$ cat src/logic/oli_pkg.sv
// package: constants, states and carrier structs for the oob link init sequencer
package oli_pkg;
  // 20 MHz system clock
  localparam int CLK_NS = 50;
  // gen1 oob unit interval is 2/3 ns, far finer than the 50 ns clock
  // oob timing is coarse at 20 MHz; counts are kept in ns then derived
  localparam int BURST_NS = 107;          // 160 gen1 ui
  localparam int RST_GAP_NS = 320;        // 480 gen1 ui
  localparam int WAKE_GAP_NS = 107;       // 160 gen1 ui
  localparam int BURST_CYC = (BURST_NS + CLK_NS - 1) / CLK_NS;
  localparam int RST_GAP_CYC = (RST_GAP_NS + CLK_NS - 1) / CLK_NS;
  localparam int WAKE_GAP_CYC = (WAKE_GAP_NS + CLK_NS - 1) / CLK_NS;
  // detector off thresholds (changeable)
  localparam int RST_OFF_MIN_NS = 175;
  localparam int RST_OFF_MAX_NS = 525;
  localparam int WAKE_OFF_MIN_NS = 35;
  localparam int WAKE_OFF_MAX_NS = 175;
  // minimums round up: truncating would let a wake-spaced gap pass the reset window
  localparam int RST_OFF_MIN_CYC = (RST_OFF_MIN_NS + CLK_NS - 1) / CLK_NS;
  localparam int RST_OFF_MAX_CYC = (RST_OFF_MAX_NS + CLK_NS - 1) / CLK_NS;
  localparam int WAKE_OFF_MIN_CYC = (WAKE_OFF_MIN_NS + CLK_NS - 1) / CLK_NS;
  localparam int WAKE_OFF_MAX_CYC = (WAKE_OFF_MAX_NS + CLK_NS - 1) / CLK_NS;
  // trailing idle after comwake: at least wake max, at most 228.3 ns
  localparam int WAKE_TAIL_MAX_PS = 228300;
  localparam int WAKE_TAIL_CYC = WAKE_TAIL_MAX_PS / (CLK_NS * 1000);
  // align timeout: 54.6 us = 2048 gen1 dword times
  localparam int ALIGN_TO_NS = 54600;
  localparam int ALIGN_TO_CYC = ALIGN_TO_NS / CLK_NS;
  localparam int DET_BURSTS = 4;
  localparam int TX_BURSTS = 6;
  localparam int NONALIGN_RUN = 3;
  localparam int CNT_W = 12;
  localparam logic [1:0] SPD_FAST = 2'h2;
  localparam logic [1:0] SPD_LOW = 2'h0;

  typedef enum logic [3:0] {
    OLI_RESET = 4'h0, OLI_COMINIT = 4'h1, OLI_AWAIT_WAKE = 4'h3,
    OLI_AWAIT_NOWAKE = 4'h2, OLI_COMWAKE = 4'h6, OLI_SEND_ALIGN = 4'h7,
    OLI_READY = 4'h5, OLI_REDUCE = 4'hF, OLI_ERROR = 4'hE,
    OLI_PARTIAL = 4'h4, OLI_SLUMBER = 4'hC
  } oli_state_e;

  typedef enum logic [1:0] {
    OLI_TX_IDLE = 2'h0, OLI_TX_BURST = 2'h1, OLI_TX_D102 = 2'h2, OLI_TX_LINK = 2'h3
  } oli_tx_e;

  // received line observations from the analog front end
  typedef struct packed {
    logic squelch_n;   // burst energy present
    logic align_seen;  // aligned primitive decoded this cycle
    logic prim_valid;  // a primitive decoded this cycle
    logic locked;      // cdr locked
  } oli_rx_s;

  // link layer power controls and own cominit request
  typedef struct packed {
    logic partial;
    logic slumber;
    logic cominit_req;
  } oli_lnk_s;
endpackage

$ cat src/logic/oli_oob_det.sv
// oob burst pattern detector with gap window checks
`timescale 1ns/1ps
module oli_oob_det
  import oli_pkg::*;
#(
  parameter int GAP_MIN = 1,
  parameter int GAP_MAX = 2
) (
  input wire logic clock,
  input wire logic rst_b,
  input wire logic squelch_n,
  output logic det,
  output logic released
);
  logic sq_q;
  logic [CNT_W-1:0] gap_q;
  logic [2:0] nb_q;
  logic det_q;

  // gap timer runs while the line is idle
  always_ff @(posedge clock or negedge rst_b) begin
    if (!rst_b) begin
      gap_q <= '0;
      sq_q <= 1'b0;
    end else begin
      sq_q <= squelch_n;
      if (squelch_n) begin
        gap_q <= '0;
      end else if (gap_q != {CNT_W{1'b1}}) begin
        gap_q <= gap_q + 1'b1;
      end
    end
  end

  // count bursts whose preceding gap sits in the window; a bad gap restarts the count at one
  always_ff @(posedge clock or negedge rst_b) begin
    if (!rst_b) begin
      nb_q <= '0;
      det_q <= 1'b0;
    end else if (squelch_n && !sq_q) begin
      if (nb_q == 3'h0 || (gap_q >= CNT_W'(GAP_MIN) && gap_q <= CNT_W'(GAP_MAX))) begin
        if (nb_q < 3'(DET_BURSTS)) nb_q <= nb_q + 1'b1;
        if (nb_q + 1'b1 >= 3'(DET_BURSTS)) det_q <= 1'b1;
      end else begin
        nb_q <= 3'h1;
        det_q <= 1'b0;
      end
    end else if (!squelch_n && gap_q > CNT_W'(GAP_MAX)) begin
      nb_q <= '0;
      det_q <= 1'b0;
    end
  end

  assign det = det_q;
  // one-cycle pulse when the pattern ends (idle exceeds max threshold)
  assign released = det_q && !squelch_n && gap_q > CNT_W'(GAP_MAX);
endmodule

$ cat src/logic/oli_seq.sv
// device side oob signalling and link initialization sequencer
`timescale 1ns/1ps
module oli_seq
  import oli_pkg::*;
(
  input wire logic clock,
  input wire logic rst_b,
  input wire oli_rx_s rx,
  input wire oli_lnk_s lnk,
  output oli_tx_e tx_mode,
  output logic tx_send_sync,
  output logic [1:0] tx_speed,
  output logic tx_elec_idle,
  output logic hard_reset,
  output logic phy_ready,
  output logic link_up,
  output logic in_partial,
  output logic in_slumber,
  output logic init_error
);
  oli_state_e st_q;
  oli_tx_e tx_q;
  logic [CNT_W-1:0] t_q;
  logic [3:0] nb_q;
  logic [15:0] al_q;
  logic [1:0] spd_q;
  logic resume_q;
  logic [1:0] run_q;
  logic up_q;
  logic rst_det, rst_rel, wake_det, wake_rel;
  logic seq_done;

  // reset and wake pattern detectors, thresholds as constants
  oli_oob_det #(.GAP_MIN(RST_OFF_MIN_CYC), .GAP_MAX(RST_OFF_MAX_CYC)) u_rst_det (
    .clock(clock),
    .rst_b(rst_b),
    .squelch_n(rx.squelch_n),
    .det(rst_det),
    .released(rst_rel)
  );
  oli_oob_det #(.GAP_MIN(WAKE_OFF_MIN_CYC), .GAP_MAX(WAKE_OFF_MAX_CYC)) u_wake_det (
    .clock(clock),
    .rst_b(rst_b),
    .squelch_n(rx.squelch_n),
    .det(wake_det),
    .released(wake_rel)
  );

  // burst generator: six bursts then trailing idle, chooses gap per pattern
  function automatic logic [CNT_W-1:0] gap_len(input oli_state_e s);
    gap_len = (s == OLI_COMINIT) ? CNT_W'(RST_GAP_CYC) : CNT_W'(WAKE_GAP_CYC);
  endfunction

  // tail ends on its last idle cycle; one more cycle would overrun the idle limit
  assign seq_done = (nb_q == 4'(TX_BURSTS)) && (tx_q == OLI_TX_IDLE)
    && (t_q + 1'b1 >= CNT_W'(WAKE_TAIL_CYC));

  // main state machine
  always_ff @(posedge clock or negedge rst_b) begin
    if (!rst_b) begin
      st_q <= OLI_RESET;
    end else if (rst_rel) begin
      // the detector is still high in the release cycle, so release wins over the hold
      st_q <= OLI_COMINIT;
    end else if (rst_det) begin
      st_q <= OLI_RESET;
    end else if (lnk.cominit_req && st_q != OLI_COMINIT && st_q != OLI_COMWAKE) begin
      // own request from any state; a burst train in flight is finished first
      st_q <= OLI_COMINIT;
    end else begin
      unique case (st_q)
        OLI_RESET: begin
          st_q <= OLI_RESET; // left only through the release or a request above
        end
        OLI_COMINIT: begin
          if (seq_done) st_q <= OLI_AWAIT_WAKE;
        end
        OLI_AWAIT_WAKE: begin
          if (wake_det) st_q <= OLI_AWAIT_NOWAKE;
        end
        OLI_AWAIT_NOWAKE: begin
          if (!wake_det) st_q <= OLI_COMWAKE; // calibration bypassed
        end
        OLI_COMWAKE: begin
          if (seq_done) st_q <= OLI_SEND_ALIGN;
        end
        OLI_SEND_ALIGN: begin
          if (rx.align_seen && rx.locked) st_q <= OLI_READY;
          else if (al_q >= 16'(ALIGN_TO_CYC)) begin
            if (resume_q || spd_q == SPD_LOW) st_q <= OLI_ERROR;
            else st_q <= OLI_REDUCE;
          end
        end
        OLI_REDUCE: st_q <= OLI_SEND_ALIGN;
        OLI_ERROR: begin
          if (resume_q) st_q <= OLI_COMWAKE; // failed resume retries wake
        end
        OLI_READY: begin
          if (lnk.partial) st_q <= OLI_PARTIAL;
          else if (lnk.slumber) st_q <= OLI_SLUMBER;
        end
        OLI_PARTIAL: begin
          if (!lnk.partial) st_q <= wake_det ? OLI_AWAIT_NOWAKE : OLI_COMWAKE;
        end
        OLI_SLUMBER: begin
          if (!lnk.slumber) st_q <= wake_det ? OLI_AWAIT_NOWAKE : OLI_COMWAKE;
        end
        default: st_q <= OLI_RESET;
      endcase
    end
  end

  // resume flag: set on entering a power state, cleared when ready again
  always_ff @(posedge clock or negedge rst_b) begin
    if (!rst_b) begin
      resume_q <= 1'b0;
    end else if (rst_det || st_q == OLI_READY && !lnk.partial && !lnk.slumber) begin
      resume_q <= 1'b0;
    end else if (st_q == OLI_PARTIAL || st_q == OLI_SLUMBER) begin
      resume_q <= 1'b1;
    end
  end

  // speed: highest first after fresh init, step down on timeout only
  always_ff @(posedge clock or negedge rst_b) begin
    if (!rst_b) begin
      spd_q <= SPD_FAST;
    end else if (st_q == OLI_RESET || st_q == OLI_COMINIT) begin
      // every fresh init, answered or own, starts again at the top speed
      spd_q <= SPD_FAST;
    end else if (st_q == OLI_REDUCE) begin
      spd_q <= spd_q - 2'h1;
    end
  end

  // align timeout counter, restarted per speed attempt
  always_ff @(posedge clock or negedge rst_b) begin
    if (!rst_b) begin
      al_q <= '0;
    end else if (st_q != OLI_SEND_ALIGN) begin
      al_q <= '0;
    end else if (al_q != 16'hFFFF) begin
      al_q <= al_q + 16'h1;
    end
  end

  // burst/gap timer: bursts and gaps are whole cycles of the oob clock
  always_ff @(posedge clock or negedge rst_b) begin
    if (!rst_b) begin
      tx_q <= OLI_TX_IDLE;
      t_q <= '0;
      nb_q <= '0;
    end else if (st_q != OLI_COMINIT && st_q != OLI_COMWAKE) begin
      tx_q <= OLI_TX_IDLE;
      t_q <= '0;
      nb_q <= '0;
    end else if (seq_done) begin
      t_q <= '0;
      nb_q <= '0;
    end else if (tx_q == OLI_TX_BURST) begin
      if (t_q + 1'b1 >= CNT_W'(BURST_CYC)) begin
        tx_q <= OLI_TX_IDLE;
        t_q <= '0;
        nb_q <= nb_q + 4'h1;
      end else begin
        t_q <= t_q + 1'b1;
      end
    end else if (nb_q < 4'(TX_BURSTS) && t_q + 1'b1 >= gap_len(st_q)) begin
      tx_q <= OLI_TX_BURST;
      t_q <= '0;
    end else begin
      t_q <= t_q + 1'b1;
    end
  end

  // non-align run detector for link establishment
  always_ff @(posedge clock or negedge rst_b) begin
    if (!rst_b) begin
      run_q <= '0;
      up_q <= 1'b0;
    end else if (st_q != OLI_READY || rst_det) begin
      // a detected reset drops the link in the same edge as the state
      run_q <= '0;
      up_q <= 1'b0;
    end else if (rx.prim_valid) begin
      if (rx.align_seen) run_q <= '0;
      else if (run_q != 2'(NONALIGN_RUN)) run_q <= run_q + 2'h1;
      if (!rx.align_seen && run_q + 2'h1 == 2'(NONALIGN_RUN)) up_q <= 1'b1;
    end
  end

  // transmitter selection; power states use electrical idle, never static
  always_comb begin
    unique case (st_q)
      OLI_COMINIT, OLI_COMWAKE: tx_mode = tx_q;
      OLI_SEND_ALIGN, OLI_REDUCE: tx_mode = rx.locked ? OLI_TX_LINK : OLI_TX_D102;
      OLI_READY: tx_mode = OLI_TX_LINK;
      default: tx_mode = OLI_TX_IDLE;
    endcase
  end

  assign tx_elec_idle = (tx_mode == OLI_TX_IDLE); // zero differential
  assign tx_send_sync = (st_q == OLI_READY) && !up_q;
  assign tx_speed = spd_q;
  assign hard_reset = rst_det;
  assign phy_ready = (st_q == OLI_READY) && rx.locked && !tx_elec_idle;
  assign link_up = up_q;
  assign in_partial = (st_q == OLI_PARTIAL);
  assign in_slumber = (st_q == OLI_SLUMBER);
  assign init_error = (st_q == OLI_ERROR);
endmodule

$ cat config.mk
export PLATFORM = sky130hd
export DESIGN_NAME = oli_seq
export DESIGN_NICKNAME = d
export VERILOG_FILES = /design/src/logic/oli_pkg.sv /design/src/logic/oli_oob_det.sv /design/src/logic/oli_seq.sv
export SDC_FILE = /design/constraint.sdc
export NUM_CORES = 1
export LEC_CHECK = 0
export BUFFER_PORTS_ARGS = -buffer_cell sky130_fd_sc_hd__buf_2
export CORE_MARGIN = 2
export CORE_UTILIZATION = 62
export CTS_CLUSTER_DIAMETER = 80
export CTS_CLUSTER_SIZE = 30
export DETAILED_ROUTE_END_ITERATION = 8
export HOLD_SLACK_MARGIN = 0.05
export PLACE_DENSITY_LB_ADDON = 0.08
export SYNTH_ARGS = -nofsm -noshare
export SYNTH_HDL_FRONTEND = slang
export SYNTH_SLANG_ARGS = --single-unit
export TNS_END_PERCENT = 20
$ cat constraint.sdc
create_clock -name clock -period 3.13 [get_ports clock]
set_input_delay 0.626 -clock clock [delete_from_list [all_inputs] [get_ports clock]]
set_output_delay 0.626 -clock clock [all_outputs]
set_load 0.01 [all_outputs]
==> results.yml <==
cells_and_area:
  final_nets: 557
  stdcell_area_mm2: 0.00498
  area_growth_pct: 7.30
  drive_gt1_share_pct: 11.4
  fin_util_pct: 68.7
  nFillCells: 624
  num_antenna_cells: 0
  layoutNonFillerInstCount: 632
pwr:
  powerDensity_mw_per_mm2: 539
  irDropWorstVdd_mv: 0.319
  p_leak_nw: 2.11
  total_power_mw: 2.68
detailed_routing:
  finalWirelength_mm: 9.11
  post-route-drc-count: 0
  via_per_inst: 5.98
  vias: 3782
  drt-wirelength-per-cell_um: 14.4
  firstDrtPassIters: 5
  ant_nets: 0
  drtIter0Drc: 165
critical_path:
  r2r_cells: 7
  path_max_fanout: 11
  r2r-start: "t_q[1]"
  start_kind: "register"
  required_ns: 3.40
  path_buf_inv: 0
  rrSetupSlack_ns: 0.25
  max_stage_delay_ns: 0.93
  cp_cell_sequence: "ha_1 > nand2_1 > or4_1 > o211ai_2 > nor2_1 > a311oi_2 > a32o_1"
  cp_slowest_cell: "a311oi_2"
  crit_family: "compound AO/OA/AOI/OAI gates"
  cp-end-kind: "register"
  crit_arrival_ns: 3.14
  criticalPathCategory: "reg2reg"
  r2r_end: "tx_q[0]"
synthesis:
  netlist.top_cell.by_area: "dfrtp_1"
  synthMostInstantiatedCell: "dfrtp_1"
  synth_cell_types: 68
  synth-seq-cells: 76
  syn-num-nets: 542
  synthTopCellsByCount: "dfrtp_1 (75), nor2_1 (58), nand2_1 (34), inv_1 (29), nor3_1 (26)"
  netlist_area_mm2: 0.00464
  synthArstFlopShare_pct: 100
  netlist_instances: 513
  synth_edf_count: 0
  avgSynthCellArea_um2: 9.05
  synth_area_leaders: "dfrtp_1 (40%), ha_1 (5.4%), nor2_1 (4.7%)"
  synth_flop_cell: "dfrtp_1"
  synth_warnings: 0
  ys_seq_area_share_pct: 41.0
  synth_top_area_share_pct: 40.4
placed_design:
  port_buffers: 20
  dpl.hpwl_mm: 6.30
  place_ws_ns: 0.298
  dpl-instance-area_mm2: 0.00482
  dpl.cell_count: 616
  place_congestion: 0.908
sta:
  maxSlewViolCount: 0
  worstMarginPinSlew_ns: 1.06
  setup_viol: 0
  fin_setup_tns_ns: 0
  finClkSkew_ns: 0.0134
  grt_setup_unrepaired: "false"
  max_freq_ghz: 0.347
  setup_ws_ns: 0.252
  holdWs_ns: 0.416
  hold_viol_final: 0
  fin_crit_ns: 2.88
  slew_headroom_pct: 29.7
  fin_crit_sh_pct: 92.0
cts:
  path_clk_slew_ns: 0.08
  htreeDepth: 3
  cts_buffer_depth: 2
  cts_tree: "yes"
  cts_resized: 0
  clock-sinks: 76
  clk_root_buffer_cell: "clkbuf_8"
  clk_latency_ns: 0.34
  cts_buffers: 9
  postCtsHoldBufs: 0
  postCtsSetupRepairBufs: 0
floorplanning:
  dieArea_mm2: 0.00820
  coreArea_mm2: 0.00725
  ios: 21
  rows: 31
  die_w_um: 90.5
  die_h_um: 90.5
  initial_core_util_pct: 64.0
grt:
  antenna_found_initial: 0
  gr-total-overflow: 0
  grt_pass1_wl_mm: 16.2
  grt_start_max_net_pins: 77
  grt_pass1_vias: 3571
  grt_usage_pct: 23.7
worst_hold_path:
  hold_path.class: "in2async"
outcome:
  status: "finished, final reports clean"
run:
  maxCapViolCount: 0
[cell usage in the layout (no fill, tap or decap), types with 5 or more instances in the layout]
master	instances
ha_1	20
a31oi_1	9
o21ai_0	24
xor2_1	19
nor3_1	26
nor3_2	7
buf_4	5
or3_1	9
clkbuf_8	10
buf_2	19
a21oi_1	25
nor2_1	58
nand4_1	9
nand2b_1	6
nand2_1	34
xnor2_1	16
and3_1	7
mux2i_1	5
and2_1	6
nor4_1	11
inv_1	29
nand3_1	24
dfrtp_1	75
[state kept, by name, summed over array words and instances (netlist names)]
signal            count
al_q                 16
t_q                  12
u_rst_det.gap_q      12
u_wake_det.gap_q     12
nb_q                  4
st_q                  4
u_rst_det.nb_q        3
u_wake_det.nb_q       3
run_q                 2
tx_speed              2
link_up               1
resume_q              1
tx_q                  1
u_rst_det.det         1
u_wake_det.det        1
u_wake_det.sq_q       1
[cells by family after synthesis]
| logic type | after synthesis | share of synthesized area (%) |
|---|---|---|
| adder cells (fa/ha/maj) | 20 | 5.39 |
| AO/OA/AOI/OAI | 104 | 15.7 |
| multiplexers | 5 | 1.08 |
| flip-flops | 76 | 41.0 |
| buffers and inverters | 50 | 4.31 |
| XOR/XNOR | 35 | 6.60 |
| AND/OR/NAND/NOR | 223 | 26.0 |
[power breakdown]
| group | leakage [nW] | switching (mW) | internal (mW) |
|---|---|---|---|
| clock network | 0.0872 | 0.344 | 0.307 |
| logic | 0.989 | 0.563 | 0.322 |
| registers | 1.04 | 0.0918 | 1.06 |
[how the worst max path moves through the flow]
stage / from / endpoint / slack [ns] / cells after the start
after detailed placement: t_q[0] / tx_q[0] / 0.30 / 7
after CTS: t_q[1] / tx_q[0] / 0.25 / 7
final: t_q[1] / tx_q[0] / 0.25 / 7
after global placement: t_q[0] / tx_q[0] / 0.43 / 7
after floorplan: st_q[0] / t_q[0] / 0.77 / 9
after global routing: t_q[1] / t_q[1] / 0.0007 / 7
[metal layers]
metal / wire, um / vias up / GRT usage (%)
met2: 4230 / 79 / 37.9
met1: 4440 / 1810 / 33.0
li1: - / 1880 / -
met5: 0 / - / 0
met3: 295 / 13 / 3.34
met4: 138 / 0 / 8.85
[worst register-to-register path: cells and delay by family, from the launching register on]
| kind | cells | cell delay, ns |
|---|---|---|
| compound gates | 3 | 1.34 |
| fa+ha+maj | 1 | 0.32 |
| flops | 1 | 0.43 |
| simple gates | 3 | 0.72 |
[final cells by class]
| cell class | count | area (um^2) | area share (%) |
|---|---|---|---|
| multi-input combinational | 387 | 2550 | 51.1 |
| sequential | 76 | 1900 | 38.2 |
| clock buffer | 13 | 149 | 2.99 |
| timing repair buffer | 24 | 133 | 2.66 |
| tap | 99 | 124 | 2.49 |
| inverter | 30 | 113 | 2.26 |
| clock inverter | 3 | 15.0 | 0.301 |
Power figures use the tool's default switching activity.
